### config.mk
export PLATFORM = sky130hd
export DESIGN_NAME = fdm_top
export DESIGN_NICKNAME = d
export VERILOG_FILES = /design/src/design/fdm_pkg.sv /design/src/design/fdm_sync2.sv /design/src/design/fdm_byte_reg.sv /design/src/design/fdm_top.sv
export SDC_FILE = /design/constraint.sdc
export NUM_CORES = 1
export LEC_CHECK = 0
export ABC_CLOCK_PERIOD_IN_PS = 3400
export BUFFER_PORTS_ARGS = -buffer_cell sky130_fd_sc_hd__buf_2
export CAP_MARGIN = 30
export CORE_MARGIN = 5
export CORE_UTILIZATION = 49
export CTS_BUF_LIST = sky130_fd_sc_hd__clkbuf_16
export DETAILED_ROUTE_END_ITERATION = 6
export PLACE_DENSITY = 0.69
export SLEW_MARGIN = 40
export SYNTH_ARGS = -nofsm -noshare
export SYNTH_HDL_FRONTEND = slang
export SYNTH_SLANG_ARGS = --single-unit
### constraint.sdc
create_clock -name mclk -period 3.4 [get_ports mclk]
set_input_delay 0.17 -clock mclk [delete_from_list [all_inputs] [get_ports mclk]]
set_output_delay 0.17 -clock mclk [all_outputs]
set_load 0.01 [all_outputs]
### src/design/fdm_pkg.sv
// Purpose: shared constants for the level alarm dwell timer and signal monitor
// Assumes: byte-wide register port, 16-bit address
// Notes:   offsets are byte addresses of 8-bit registers
package fdm_pkg;
  localparam int          ADDR_W           = 16;
  localparam int          DATA_W           = 8;
  localparam int          MAG_W            = 13;
  localparam int          DWELL_W          = 16;
  localparam int          PERIOD_W         = 24;
  // threshold, dwell, sync and monitor registers (neighbouring map)
  localparam logic [15:0] ADDR_UP_LOW      = 16'h0247;
  localparam logic [15:0] ADDR_UP_HIGH     = 16'h0248;
  localparam logic [15:0] ADDR_LO_LOW      = 16'h0249;
  localparam logic [15:0] ADDR_LO_HIGH     = 16'h024A;
  localparam logic [15:0] ADDR_DWELL_LOW   = 16'h024B;
  localparam logic [15:0] ADDR_DWELL_HIGH  = 16'h024C;
  localparam logic [15:0] ADDR_SYNC_CTRL   = 16'h026F;
  localparam logic [15:0] ADDR_MON_CTRL    = 16'h0270;
  localparam logic [15:0] ADDR_PERIOD_B0   = 16'h0271;
  localparam logic [15:0] ADDR_PERIOD_B1   = 16'h0272;
  localparam logic [15:0] ADDR_PERIOD_B2   = 16'h0273;
  // own registers: peak result, interrupt status and mask
  localparam logic [15:0] ADDR_PEAK_LOW    = 16'h0280;
  localparam logic [15:0] ADDR_PEAK_HIGH   = 16'h0281;
  localparam logic [15:0] ADDR_IRQ_STATUS  = 16'h0282;
  localparam logic [15:0] ADDR_IRQ_MASK    = 16'h0283;
  // field positions
  localparam int          SYNC_EN_BIT      = 0;
  localparam int          SYNC_NEXT_BIT    = 1;
  localparam int          PEAK_EN_BIT      = 1;
  localparam int          IRQ_ALARM_BIT    = 0;
  localparam int          IRQ_RELEASE_BIT  = 1;
  localparam int          IRQ_PERIOD_BIT   = 2;
  localparam int          IRQ_SYNC_BIT     = 3;
  localparam int          IRQ_W            = 4;
  // reset values
  localparam logic [7:0]  RST_PERIOD_B0    = 8'h80;
  localparam logic [7:0]  RST_ZERO         = 8'h00;
endpackage

### src/design/fdm_sync2.sv
// Purpose: two-flop synchroniser for one pin level
// Assumes: single clock mclk, synchronous active-high reset
// Notes:   the first flop feeds only the second
`timescale 1ns/1ps
module fdm_sync2 (
  input  wire logic mclk,
  input  wire logic reset,
  input  wire logic din,
  output logic      dout
);
  logic meta;
  always_ff @(posedge mclk) begin
    if (reset) begin
      meta <= 1'b0;
      dout <= 1'b0;
    end else begin
      meta <= din;
      dout <= meta;
    end
  end
endmodule // fdm_sync2

### src/design/fdm_byte_reg.sv
// Purpose: one byte-wide software register with reset value
// Assumes: write strobe already decoded to this address
// Notes:   reset value is a parameter so each instance keeps its own
`timescale 1ns/1ps
module fdm_byte_reg #(
  parameter logic [7:0] RESET_VAL = 8'h00
) (
  input  wire logic       mclk,
  input  wire logic       reset,
  input  wire logic       wr_en,
  input  wire logic [7:0] wr_data,
  output logic      [7:0] q
);
  always_ff @(posedge mclk) begin
    if (reset) begin
      q <= RESET_VAL;
    end else if (wr_en) begin
      q <= wr_data;
    end
  end
endmodule // fdm_byte_reg

### src/design/fdm_top.sv
// Purpose: level alarm dwell timer and signal monitor peak detector of one channel
// Assumes: samples arrive as magnitudes on mclk; sysref is an asynchronous pin
// Notes:   byte register port, read data one cycle after the read strobe
//
// Decided for this implementation: the address-and-strobe port.
`timescale 1ns/1ps
module fdm_top
  import fdm_pkg::*;
(
  input  wire logic              mclk,
  input  wire logic              reset,
  input  wire logic [ADDR_W-1:0] reg_addr,
  input  wire logic [DATA_W-1:0] reg_wdata,
  input  wire logic              reg_wr,
  input  wire logic              reg_rd,
  output logic      [DATA_W-1:0] reg_rdata,
  input  wire logic              sample_valid,
  input  wire logic [MAG_W-1:0]  sample_mag,
  input  wire logic              sysref,
  output logic                   level_alarm_outputs,
  output logic                   irq
);
  // register write decode
  logic                wr_up_l, wr_up_h, wr_lo_l, wr_lo_h;
  logic                wr_dw_l, wr_dw_h, wr_sync, wr_mctl;
  logic                wr_p0, wr_p1, wr_p2, wr_ists, wr_imsk;
  assign wr_up_l = reg_wr && (reg_addr == ADDR_UP_LOW);
  assign wr_up_h = reg_wr && (reg_addr == ADDR_UP_HIGH);
  assign wr_lo_l = reg_wr && (reg_addr == ADDR_LO_LOW);
  assign wr_lo_h = reg_wr && (reg_addr == ADDR_LO_HIGH);
  assign wr_dw_l = reg_wr && (reg_addr == ADDR_DWELL_LOW);
  assign wr_dw_h = reg_wr && (reg_addr == ADDR_DWELL_HIGH);
  assign wr_sync = reg_wr && (reg_addr == ADDR_SYNC_CTRL);
  assign wr_mctl = reg_wr && (reg_addr == ADDR_MON_CTRL);
  assign wr_p0   = reg_wr && (reg_addr == ADDR_PERIOD_B0);
  assign wr_p1   = reg_wr && (reg_addr == ADDR_PERIOD_B1);
  assign wr_p2   = reg_wr && (reg_addr == ADDR_PERIOD_B2);
  assign wr_ists = reg_wr && (reg_addr == ADDR_IRQ_STATUS);
  assign wr_imsk = reg_wr && (reg_addr == ADDR_IRQ_MASK);

  logic [7:0] up_l, up_h, lo_l, lo_h, dw_l, dw_h, per0, per1, per2;

  fdm_byte_reg #(
    .RESET_VAL (RST_ZERO)
  ) u_up_l (
    .mclk    (mclk),
    .reset   (reset),
    .wr_en   (wr_up_l),
    .wr_data (reg_wdata),
    .q       (up_l)
  );
  fdm_byte_reg #(
    .RESET_VAL (RST_ZERO)
  ) u_up_h (
    .mclk    (mclk),
    .reset   (reset),
    .wr_en   (wr_up_h),
    .wr_data (reg_wdata),
    .q       (up_h)
  );
  fdm_byte_reg #(
    .RESET_VAL (RST_ZERO)
  ) u_lo_l (
    .mclk    (mclk),
    .reset   (reset),
    .wr_en   (wr_lo_l),
    .wr_data (reg_wdata),
    .q       (lo_l)
  );
  fdm_byte_reg #(
    .RESET_VAL (RST_ZERO)
  ) u_lo_h (
    .mclk    (mclk),
    .reset   (reset),
    .wr_en   (wr_lo_h),
    .wr_data (reg_wdata),
    .q       (lo_h)
  );
  fdm_byte_reg #(
    .RESET_VAL (RST_ZERO)
  ) u_dw_l (
    .mclk    (mclk),
    .reset   (reset),
    .wr_en   (wr_dw_l),
    .wr_data (reg_wdata),
    .q       (dw_l)
  );
  fdm_byte_reg #(
    .RESET_VAL (RST_ZERO)
  ) u_dw_h (
    .mclk    (mclk),
    .reset   (reset),
    .wr_en   (wr_dw_h),
    .wr_data (reg_wdata),
    .q       (dw_h)
  );
  fdm_byte_reg #(
    .RESET_VAL (RST_PERIOD_B0)
  ) u_per0 (
    .mclk    (mclk),
    .reset   (reset),
    .wr_en   (wr_p0),
    .wr_data (reg_wdata),
    .q       (per0)
  );
  fdm_byte_reg #(
    .RESET_VAL (RST_ZERO)
  ) u_per1 (
    .mclk    (mclk),
    .reset   (reset),
    .wr_en   (wr_p1),
    .wr_data (reg_wdata),
    .q       (per1)
  );
  fdm_byte_reg #(
    .RESET_VAL (RST_ZERO)
  ) u_per2 (
    .mclk    (mclk),
    .reset   (reset),
    .wr_en   (wr_p2),
    .wr_data (reg_wdata),
    .q       (per2)
  );

  // thresholds keep only their 13 significant bits
  logic [MAG_W-1:0]    thr_upper;
  logic [MAG_W-1:0]    thr_lower;
  logic [DWELL_W-1:0]  dwell_target;
  logic [PERIOD_W-1:0] period;
  assign thr_upper    = {up_h[4:0], up_l};
  assign thr_lower    = {lo_h[4:0], lo_l};
  assign dwell_target = {dw_h, dw_l};
  assign period       = {per2, per1, per0};

  // control bits
  logic sync_en;
  logic sync_next;
  logic peak_en;
  logic sync_hit;

  // sysref pin: synchronise, then detect rising edge
  logic sysref_s;
  logic sysref_d;
  logic sysref_rise;
  fdm_sync2 u_sysref_sync (
    .mclk  (mclk),
    .reset (reset),
    .din   (sysref),
    .dout  (sysref_s)
  );
  assign sysref_rise = sysref_s && !sysref_d;
  // disabled sync means edges never realign
  assign sync_hit    = sysref_rise && sync_en;

  always_ff @(posedge mclk) begin
    if (reset) begin
      sysref_d  <= 1'b0;
      sync_en   <= 1'b0;
      sync_next <= 1'b0;
      peak_en   <= 1'b0;
    end else begin
      sysref_d <= sysref_s;
      if (wr_mctl) begin
        peak_en <= reg_wdata[PEAK_EN_BIT];
      end
      if (wr_sync) begin
        sync_next <= reg_wdata[SYNC_NEXT_BIT];
      end
      // hardware clear wins only when no write lands in the same cycle
      if (wr_sync) begin
        sync_en <= reg_wdata[SYNC_EN_BIT];
      end else if (sync_hit && sync_next) begin
        sync_en <= 1'b0;
      end
    end
  end

  // level alarm: set above upper, released after dwell below lower
  logic               mag_above_upper;
  logic               mag_below_lower;
  logic [DWELL_W-1:0] dwell_cnt;
  logic               dwell_done;
  logic               alarm_set_ev;
  logic               alarm_clr_ev;
  assign mag_above_upper = sample_mag > thr_upper;
  assign mag_below_lower = sample_mag < thr_lower;
  assign dwell_done      = (dwell_cnt >= dwell_target);
  assign alarm_set_ev    = sample_valid && mag_above_upper && !level_alarm_outputs;
  assign alarm_clr_ev    = sample_valid && level_alarm_outputs && !mag_above_upper
                           && mag_below_lower && dwell_done;

  always_ff @(posedge mclk) begin
    if (reset) begin
      level_alarm_outputs <= 1'b0;
      dwell_cnt           <= '0;
    end else if (sample_valid) begin
      if (mag_above_upper) begin
        level_alarm_outputs <= 1'b1;
        dwell_cnt           <= '0;
      end else if (!mag_below_lower) begin
        dwell_cnt <= '0;
      end else if (level_alarm_outputs) begin
        if (alarm_clr_ev) begin
          level_alarm_outputs <= 1'b0;
          dwell_cnt           <= '0;
        end else begin
          dwell_cnt <= dwell_cnt + 16'h0001;
        end
      end
    end
  end

  // signal monitor: period counter and peak detector
  // a period lasts exactly that many mclk cycles, odd or even; zero expires every cycle
  logic [PERIOD_W-1:0] per_cnt;
  logic                per_expire;
  logic [MAG_W-1:0]    peak_run;
  logic [MAG_W-1:0]    peak_result;
  assign per_expire = (per_cnt >= period - 24'h000001) || (period == '0);

  always_ff @(posedge mclk) begin
    if (reset) begin
      per_cnt     <= '0;
      peak_run    <= '0;
      peak_result <= '0;
    end else if (sync_hit || !peak_en) begin
      per_cnt  <= '0;
      peak_run <= '0;
    end else if (per_expire) begin
      per_cnt     <= '0;
      peak_result <= peak_run;
      peak_run    <= (sample_valid) ? sample_mag : '0;
    end else begin
      per_cnt <= per_cnt + 24'h000001;
      if (sample_valid && sample_mag > peak_run) begin
        peak_run <= sample_mag;
      end
    end
  end

  // interrupts: sticky status, write one to clear, set wins
  logic [IRQ_W-1:0] irq_status;
  logic [IRQ_W-1:0] irq_mask;
  logic [IRQ_W-1:0] irq_events;
  logic [IRQ_W-1:0] irq_clear;
  assign irq_events[IRQ_ALARM_BIT]   = alarm_set_ev;
  assign irq_events[IRQ_RELEASE_BIT] = alarm_clr_ev;
  assign irq_events[IRQ_PERIOD_BIT]  = peak_en && per_expire && !sync_hit;
  assign irq_events[IRQ_SYNC_BIT]    = sync_hit;
  assign irq_clear = wr_ists ? reg_wdata[IRQ_W-1:0] : '0;

  always_ff @(posedge mclk) begin
    if (reset) begin
      irq_status <= '0;
      irq_mask   <= '0;
      irq        <= 1'b0;
    end else begin
      irq_status <= (irq_status & ~irq_clear) | irq_events;
      if (wr_imsk) begin
        irq_mask <= reg_wdata[IRQ_W-1:0];
      end
      irq <= |(((irq_status & ~irq_clear) | irq_events) & irq_mask);
    end
  end

  // read mux; unmapped addresses read zero
  logic [7:0] rd_mux;
  assign rd_mux =
    (reg_addr == ADDR_UP_LOW)     ? up_l :
    (reg_addr == ADDR_UP_HIGH)    ? {3'b000, up_h[4:0]} :
    (reg_addr == ADDR_LO_LOW)     ? lo_l :
    (reg_addr == ADDR_LO_HIGH)    ? {3'b000, lo_h[4:0]} :
    (reg_addr == ADDR_DWELL_LOW)  ? dw_l :
    (reg_addr == ADDR_DWELL_HIGH) ? dw_h :
    (reg_addr == ADDR_SYNC_CTRL)  ? {6'b000000, sync_next, sync_en} :
    (reg_addr == ADDR_MON_CTRL)   ? {6'b000000, peak_en, 1'b0} :
    (reg_addr == ADDR_PERIOD_B0)  ? per0 :
    (reg_addr == ADDR_PERIOD_B1)  ? per1 :
    (reg_addr == ADDR_PERIOD_B2)  ? per2 :
    (reg_addr == ADDR_PEAK_LOW)   ? peak_result[7:0] :
    (reg_addr == ADDR_PEAK_HIGH)  ? {3'b000, peak_result[12:8]} :
    (reg_addr == ADDR_IRQ_STATUS) ? {4'h0, irq_status} :
    (reg_addr == ADDR_IRQ_MASK)   ? {4'h0, irq_mask} :
    8'h00;

  always_ff @(posedge mclk) begin
    if (reset) begin
      reg_rdata <= 8'h00;
    end else if (reg_rd) begin
      reg_rdata <= rd_mux;
    end else begin
      reg_rdata <= 8'h00;
    end
  end
endmodule // fdm_top

# Yosys cells after proc, flatten, opt, wreduce, memory -nomap -nowiden
# Cells that the tools add are included.
# op_classes
muxes	29
add_sub_neg	3
shift	0
multipliers	0
bitwise	6
n_reduce_logical	43
div	0
magnitude_cmp	5
eq_ne	16
# op_table
cell	count
$eq 16x10->1 const B	15
$mux 8	12
$mux 16	4
$mux 13	3
$gt 13x13->1	2
$logic_and 1x1->1	25
$add 24x1->24 const B	1
$ge 24x24->1	1
$logic_not 24->1	1
$sub 24x1->24 const B	1
$add 16x1->16 const B	1
$ge 16x16->1	1
$lt 13x13->1	1
$mux 4	3
$and 4x4->4	2
$mux 1	6
$reduce_and 2->1	3
$reduce_bool 2->1	3
$logic_not 1->1	5
$mux 5	1
$not 4->4	1
$or 4x4->4	1
$reduce_or 2->1	2
$reduce_or 4->1	1
other kinds (4)	6
# word_totals
out_inout_bits	10
reg_bits	156
n_memories	0
inputBits	43
latchBits	0
mem_bits_rw	0
rom_bits	0
elab_cells	126

# Logic depth before layout (Yosys ltp)
# logic_depth
ltp_word	16
depth_mapped	15
mapped_depth_nobuf	14

# Cells and area by module
# Synthesis repeated with hierarchy kept, for this count alone.
# hier_totals
hier_cells	1081
hier_area_um2	9461.6
# modules_own_cells
module	area_each_um2	instances	cells_per_inst	seq_area_each_um2
fdm_top	6836.6	1	843	1761.7
fdm_byte_reg (u_dw_h ...)	285.3	8	26	160.2
fdm_byte_reg (u_per0)	290.3	1	26	160.2
fdm_sync2	52.6	1	4	40.0

# Least setup slack after synthesis
# Ideal clock, no wire load.
# synth_path
path_type	register to register
startpoint	register u_per0.q[4]
endpoint	register peak_run[10]
n_path_buf	1
period_less_slack_ns	3.450
path_slack_ns	-0.050
t_arrival_ns	3.334
stages_incl_launch_ff	15
setup_time_ns	0.115
cell_sequence	dfxtp_1 > or4_1 > nor2_1 > nand3_1 > nor4_1 > xnor2_1 > ha_1 > nand4_1 > nor4_1 > o211ai_1 > o21ai_2 > nor2_2 > o21ai_2 > buf_6 > a21oi_2
# synth_via
elab_chain_len	4
elab_cells_between_ends	6
# synth_lines
element	line_no	source
start, declared	fdm_byte_reg.sv:12	output logic [7:0] q
start signal, assigned	fdm_byte_reg.sv:18	q <= wr_data;
$sub 24x1->24	fdm_top.sv:219	assign per_expire = (per_cnt >= period - 24'h000001) || (period == '0);
$ge 24x24->1	fdm_top.sv:219	
$logic_or 1x1->1 (*)	fdm_top.sv:219	
$mux 13 / $reduce_bool 2->1 (equally long branches)	n/a	
end signal, assigned	fdm_top.sv:232	peak_run <= (sample_valid) ? sample_mag : '0;
end signal, assigned	fdm_top.sv:236	peak_run <= sample_mag;
end, declared	fdm_top.sv:217	logic [MAG_W-1:0] peak_run;
# Mark *: on every way between the ends. The rest lies on a longest branch, timed or not.
# A chain may end at the register's enable or synchronous reset.

# Worst setup path after layout
# layout_path
startpoint	register u_per0.q[7]
endpoint	register peak_run[10]
# Same word-level chain as after synthesis.

==> impl_metrics.tcl <==
set metrics [dict create \
    period_minus_slack_ps 3526 \
    antenna_left 0 \
    die_w_um 147.5 \
    clkLatencyLatePin_ps 430 \
    die_y_um 147.5 \
    finalNetCount 1319 \
    initial_core_util_pct 49.69 \
    dp_slack_ps -143.2 \
    arrival_ps 3840 \
    cp-end-kind "register" \
    track_usage_pct 23.86 \
    synth_flop_cell "dfxtp_1" \
    grt_first_pass_wirelength_mm 41.61 \
    critPathKind "reg2reg" \
    relSlewSlack_pct 48.91 \
    synth_top_cell_area_share_pct 33.71 \
    antenna_found_initial 0 \
    ys_ff_latch 156 \
    fin_util_pct 59.48 \
    hold_viol 0 \
    dpl.cell_count 1399 \
    drive_gt1_share_pct 18.16 \
    row_count 50 \
    hold_path_depth 3 \
    synth_nets 1234 \
    antennaDiodeCount 0 \
    synthTopCellsByArea "dfxtp_1 34%, ha_1 11%, mux2i_1 6.2%" \
    synth_mux_area_share_pct 7.739 \
    hp-start "sample_mag[9]" \
    synth_simple_gate_area_share_pct 21.34 \
    place_congestion 0.9306 \
    setup_ws_ps -125.9 \
    netlist_instances 1109 \
    maxSlewViolCount 0 \
    p_leak_nw 4.437 \
    required_ps 3720 \
    r2r_setup_slack_ps -130 \
    hpwl_mm 19.52 \
    whs_endpoint "peak_run[9]" \
    drt_wl_total_mm 27.12 \
    finalSetupViolCount 49 \
    gr-total-overflow 0 \
    powerDensity_nw_per_um2 371.0 \
    avgRoutedWirePerCell_um 18.83 \
    stdcell_area_um2 11090 \
    pin_count 53 \
    via_count 8521 \
    tns_ps -3540 \
    seq_area_frac_synth_pct 33.71 \
    worst_pin_slew_ps 766.4 \
    synth-adder-area-share_pct 11.08 \
    rsz0062_at_grt "true" \
    cp-start-kind "register" \
    synth_compound_area_share_pct 16.56 \
    reg2regPathDepth 16 \
    status "complete, but fails checks" \
    grt_pass1_vias 7875 \
    clkTransAtPathRegs_ps 60 \
    synth_xor_area_share_pct 4.160 \
    power_mw 4.113 \
    drcViolationCount 3 \
    drt_iter0_markers 696 \
    r2r-start "u_per0.q[7]" \
    fmax_mhz 283.6 \
    critPathMaxFanout 6 \
    synth_cell_type_count 75 \
    async_reset_ff_share_pct 0 \
    synth-edff-count 0 \
    die-area_um2 21760 \
    hold_ws_ps 55.59 \
    avgSynthCellArea_um2 8.353 \
    ys_warn_count 0 \
    cts_sinks 156 \
    cts_root_buf "clkbuf_16" \
    violations "DRC, setup timing" \
    placed_area_um2 10050 \
    grt_start_max_net_pins 77 \
    clk_path_buf_depth 2 \
    viasPerCell 5.917 \
    cts_made_buffers 17 \
    cap_violations 0 \
    dr.pass1.iters 7 \
    fin_skew_ps 10.25 \
    synth_area_um2 9264 \
    io_buffers 52 \
    max-vdd-ir-drop_v 0.0003240 \
    cts_max_level 4 \
    fin_crit_sh_pct 103.7 \
    tritoncts "done" \
    min_path_type "in2reg" \
    syn_to_final_growth_pct 19.69 \
    r2r-end "peak_run[10]" \
    core-area_um2 18640 \
    synth_largest_area_cell "dfxtp_1" \
    fin_cells 1440 \
    synth_top_family_by_area "simple AND/OR/NAND/NOR gates" \
]
-- Yosys cell counts (all sizes together), types with 7 or more instances --
cell / count
nor4: 13
and3: 14
or4: 11
o31ai: 8
mux2i: 57
or3: 16
a222oi: 9
nand2: 92
a21o: 7
xor2: 14
a21oi: 94
dfxtp: 156
buf: 9
clkbuf: 39
nor2b: 12
a22oi: 8
nor3: 16
mux2: 7
xnor2: 30
nand3: 68
o21ai: 50
nand4: 17
nor2: 119
inv: 75
ha: 82
-- worst max-delay path by stage --
stage | startpoint | endpoint | cells past startpoint
final | u_per0.q[7] | peak_run[10] | 16
after global routing | u_per0.q[7] | peak_result[6] | 16
after CTS | u_per0.q[7] | peak_result[1] | 15
after detailed placement | u_per0.q[7] | peak_run[0] | 14
after global placement | u_per0.q[7] | peak_run[0] | 14
after floorplan | u_per0.q[4] | peak_run[10] | 14
-- layout make-up --
| class | count | area [um^2] |
|---|---|---|
| timing repair buffer | 113 | 827.0 |
| inverter | 76 | 285.3 |
| multi-input combinational | 830 | 5942 |
| fill | 1639 | 7555 |
| sequential | 156 | 3124 |
| clock inverter | 14 | 191.4 |
| clock buffer | 17 | 425.4 |
| tap | 234 | 292.8 |
-- repair_timing --
item / in CTS / in global routing
gates resized for setup: 20 / 47
hold buffers: 1 / 0
setup buffers: 1 / 3
pin swaps: 11 / 24
hold endpoints to repair: 1 / 0
gates cloned: 1 / 4
endpoints found under the setup margin: 50 / 51
-- cells in the final DEF (no fill, tap or decap), types with 17 or more instances in the layout --
master       n
o21ai_0     25
nand3_1     64
buf_4       48
xnor2_1     30
nand2_1     89
buf_2       53
mux2i_1     56
a21oi_1     79
nor2_1     101
inv_1       75
clkbuf_16   20
dfxtp_1    155
ha_1        82
nand4_1     17
-- routing by layer --
layer,vias to the layer above,wire length (um),share of wire [%],GRT usage [%]
li1,4164,-,-,-
met3,54,1771,6.5,4.353
met1,4000,11810,44,31.59
met2,303,12750,47,39.16
met5,-,0,0,0
met4,0,790,2.9,8.388
-- registers in the layout, summed over array words and instances, names as in the netlist, 13 cells and up --
name	cells
dwell_cnt	16
peak_result	13
per_cnt	24
peak_run	13
-- logic make-up after synthesis --
logic type      count (synthesis)
fa+ha+maj                      82
xor+xnor                       44
simple gates                  405
buf+inv                       124
mux                            67
compound gates                231
flops                         156
-- critical path, stage by stage, from the launching register on --
cell and delay, ps:
dfxtp_2 320, or4_4 550, nor2_4 190, buf_6 140
nand2_4 40, or3_4 330, xor2_1 150, ha_1 300
nand2_2 70, nor4_4 320, o211ai_1 160, o21ai_2 170
buf_6 150, nor2_4 70, o21ai_4 220, clkbuf_16 190
a21oi_2 30
-- where the power goes --
group | internal [mW] | total, mW | switching [mW]
registers | 1.83 | 1.84 | 0.00441
clock network | 1.23 | 2.02 | 0.794
logic | 0.0801 | 0.254 | 0.173
Note: power is estimated with default switching activity, not from simulation.
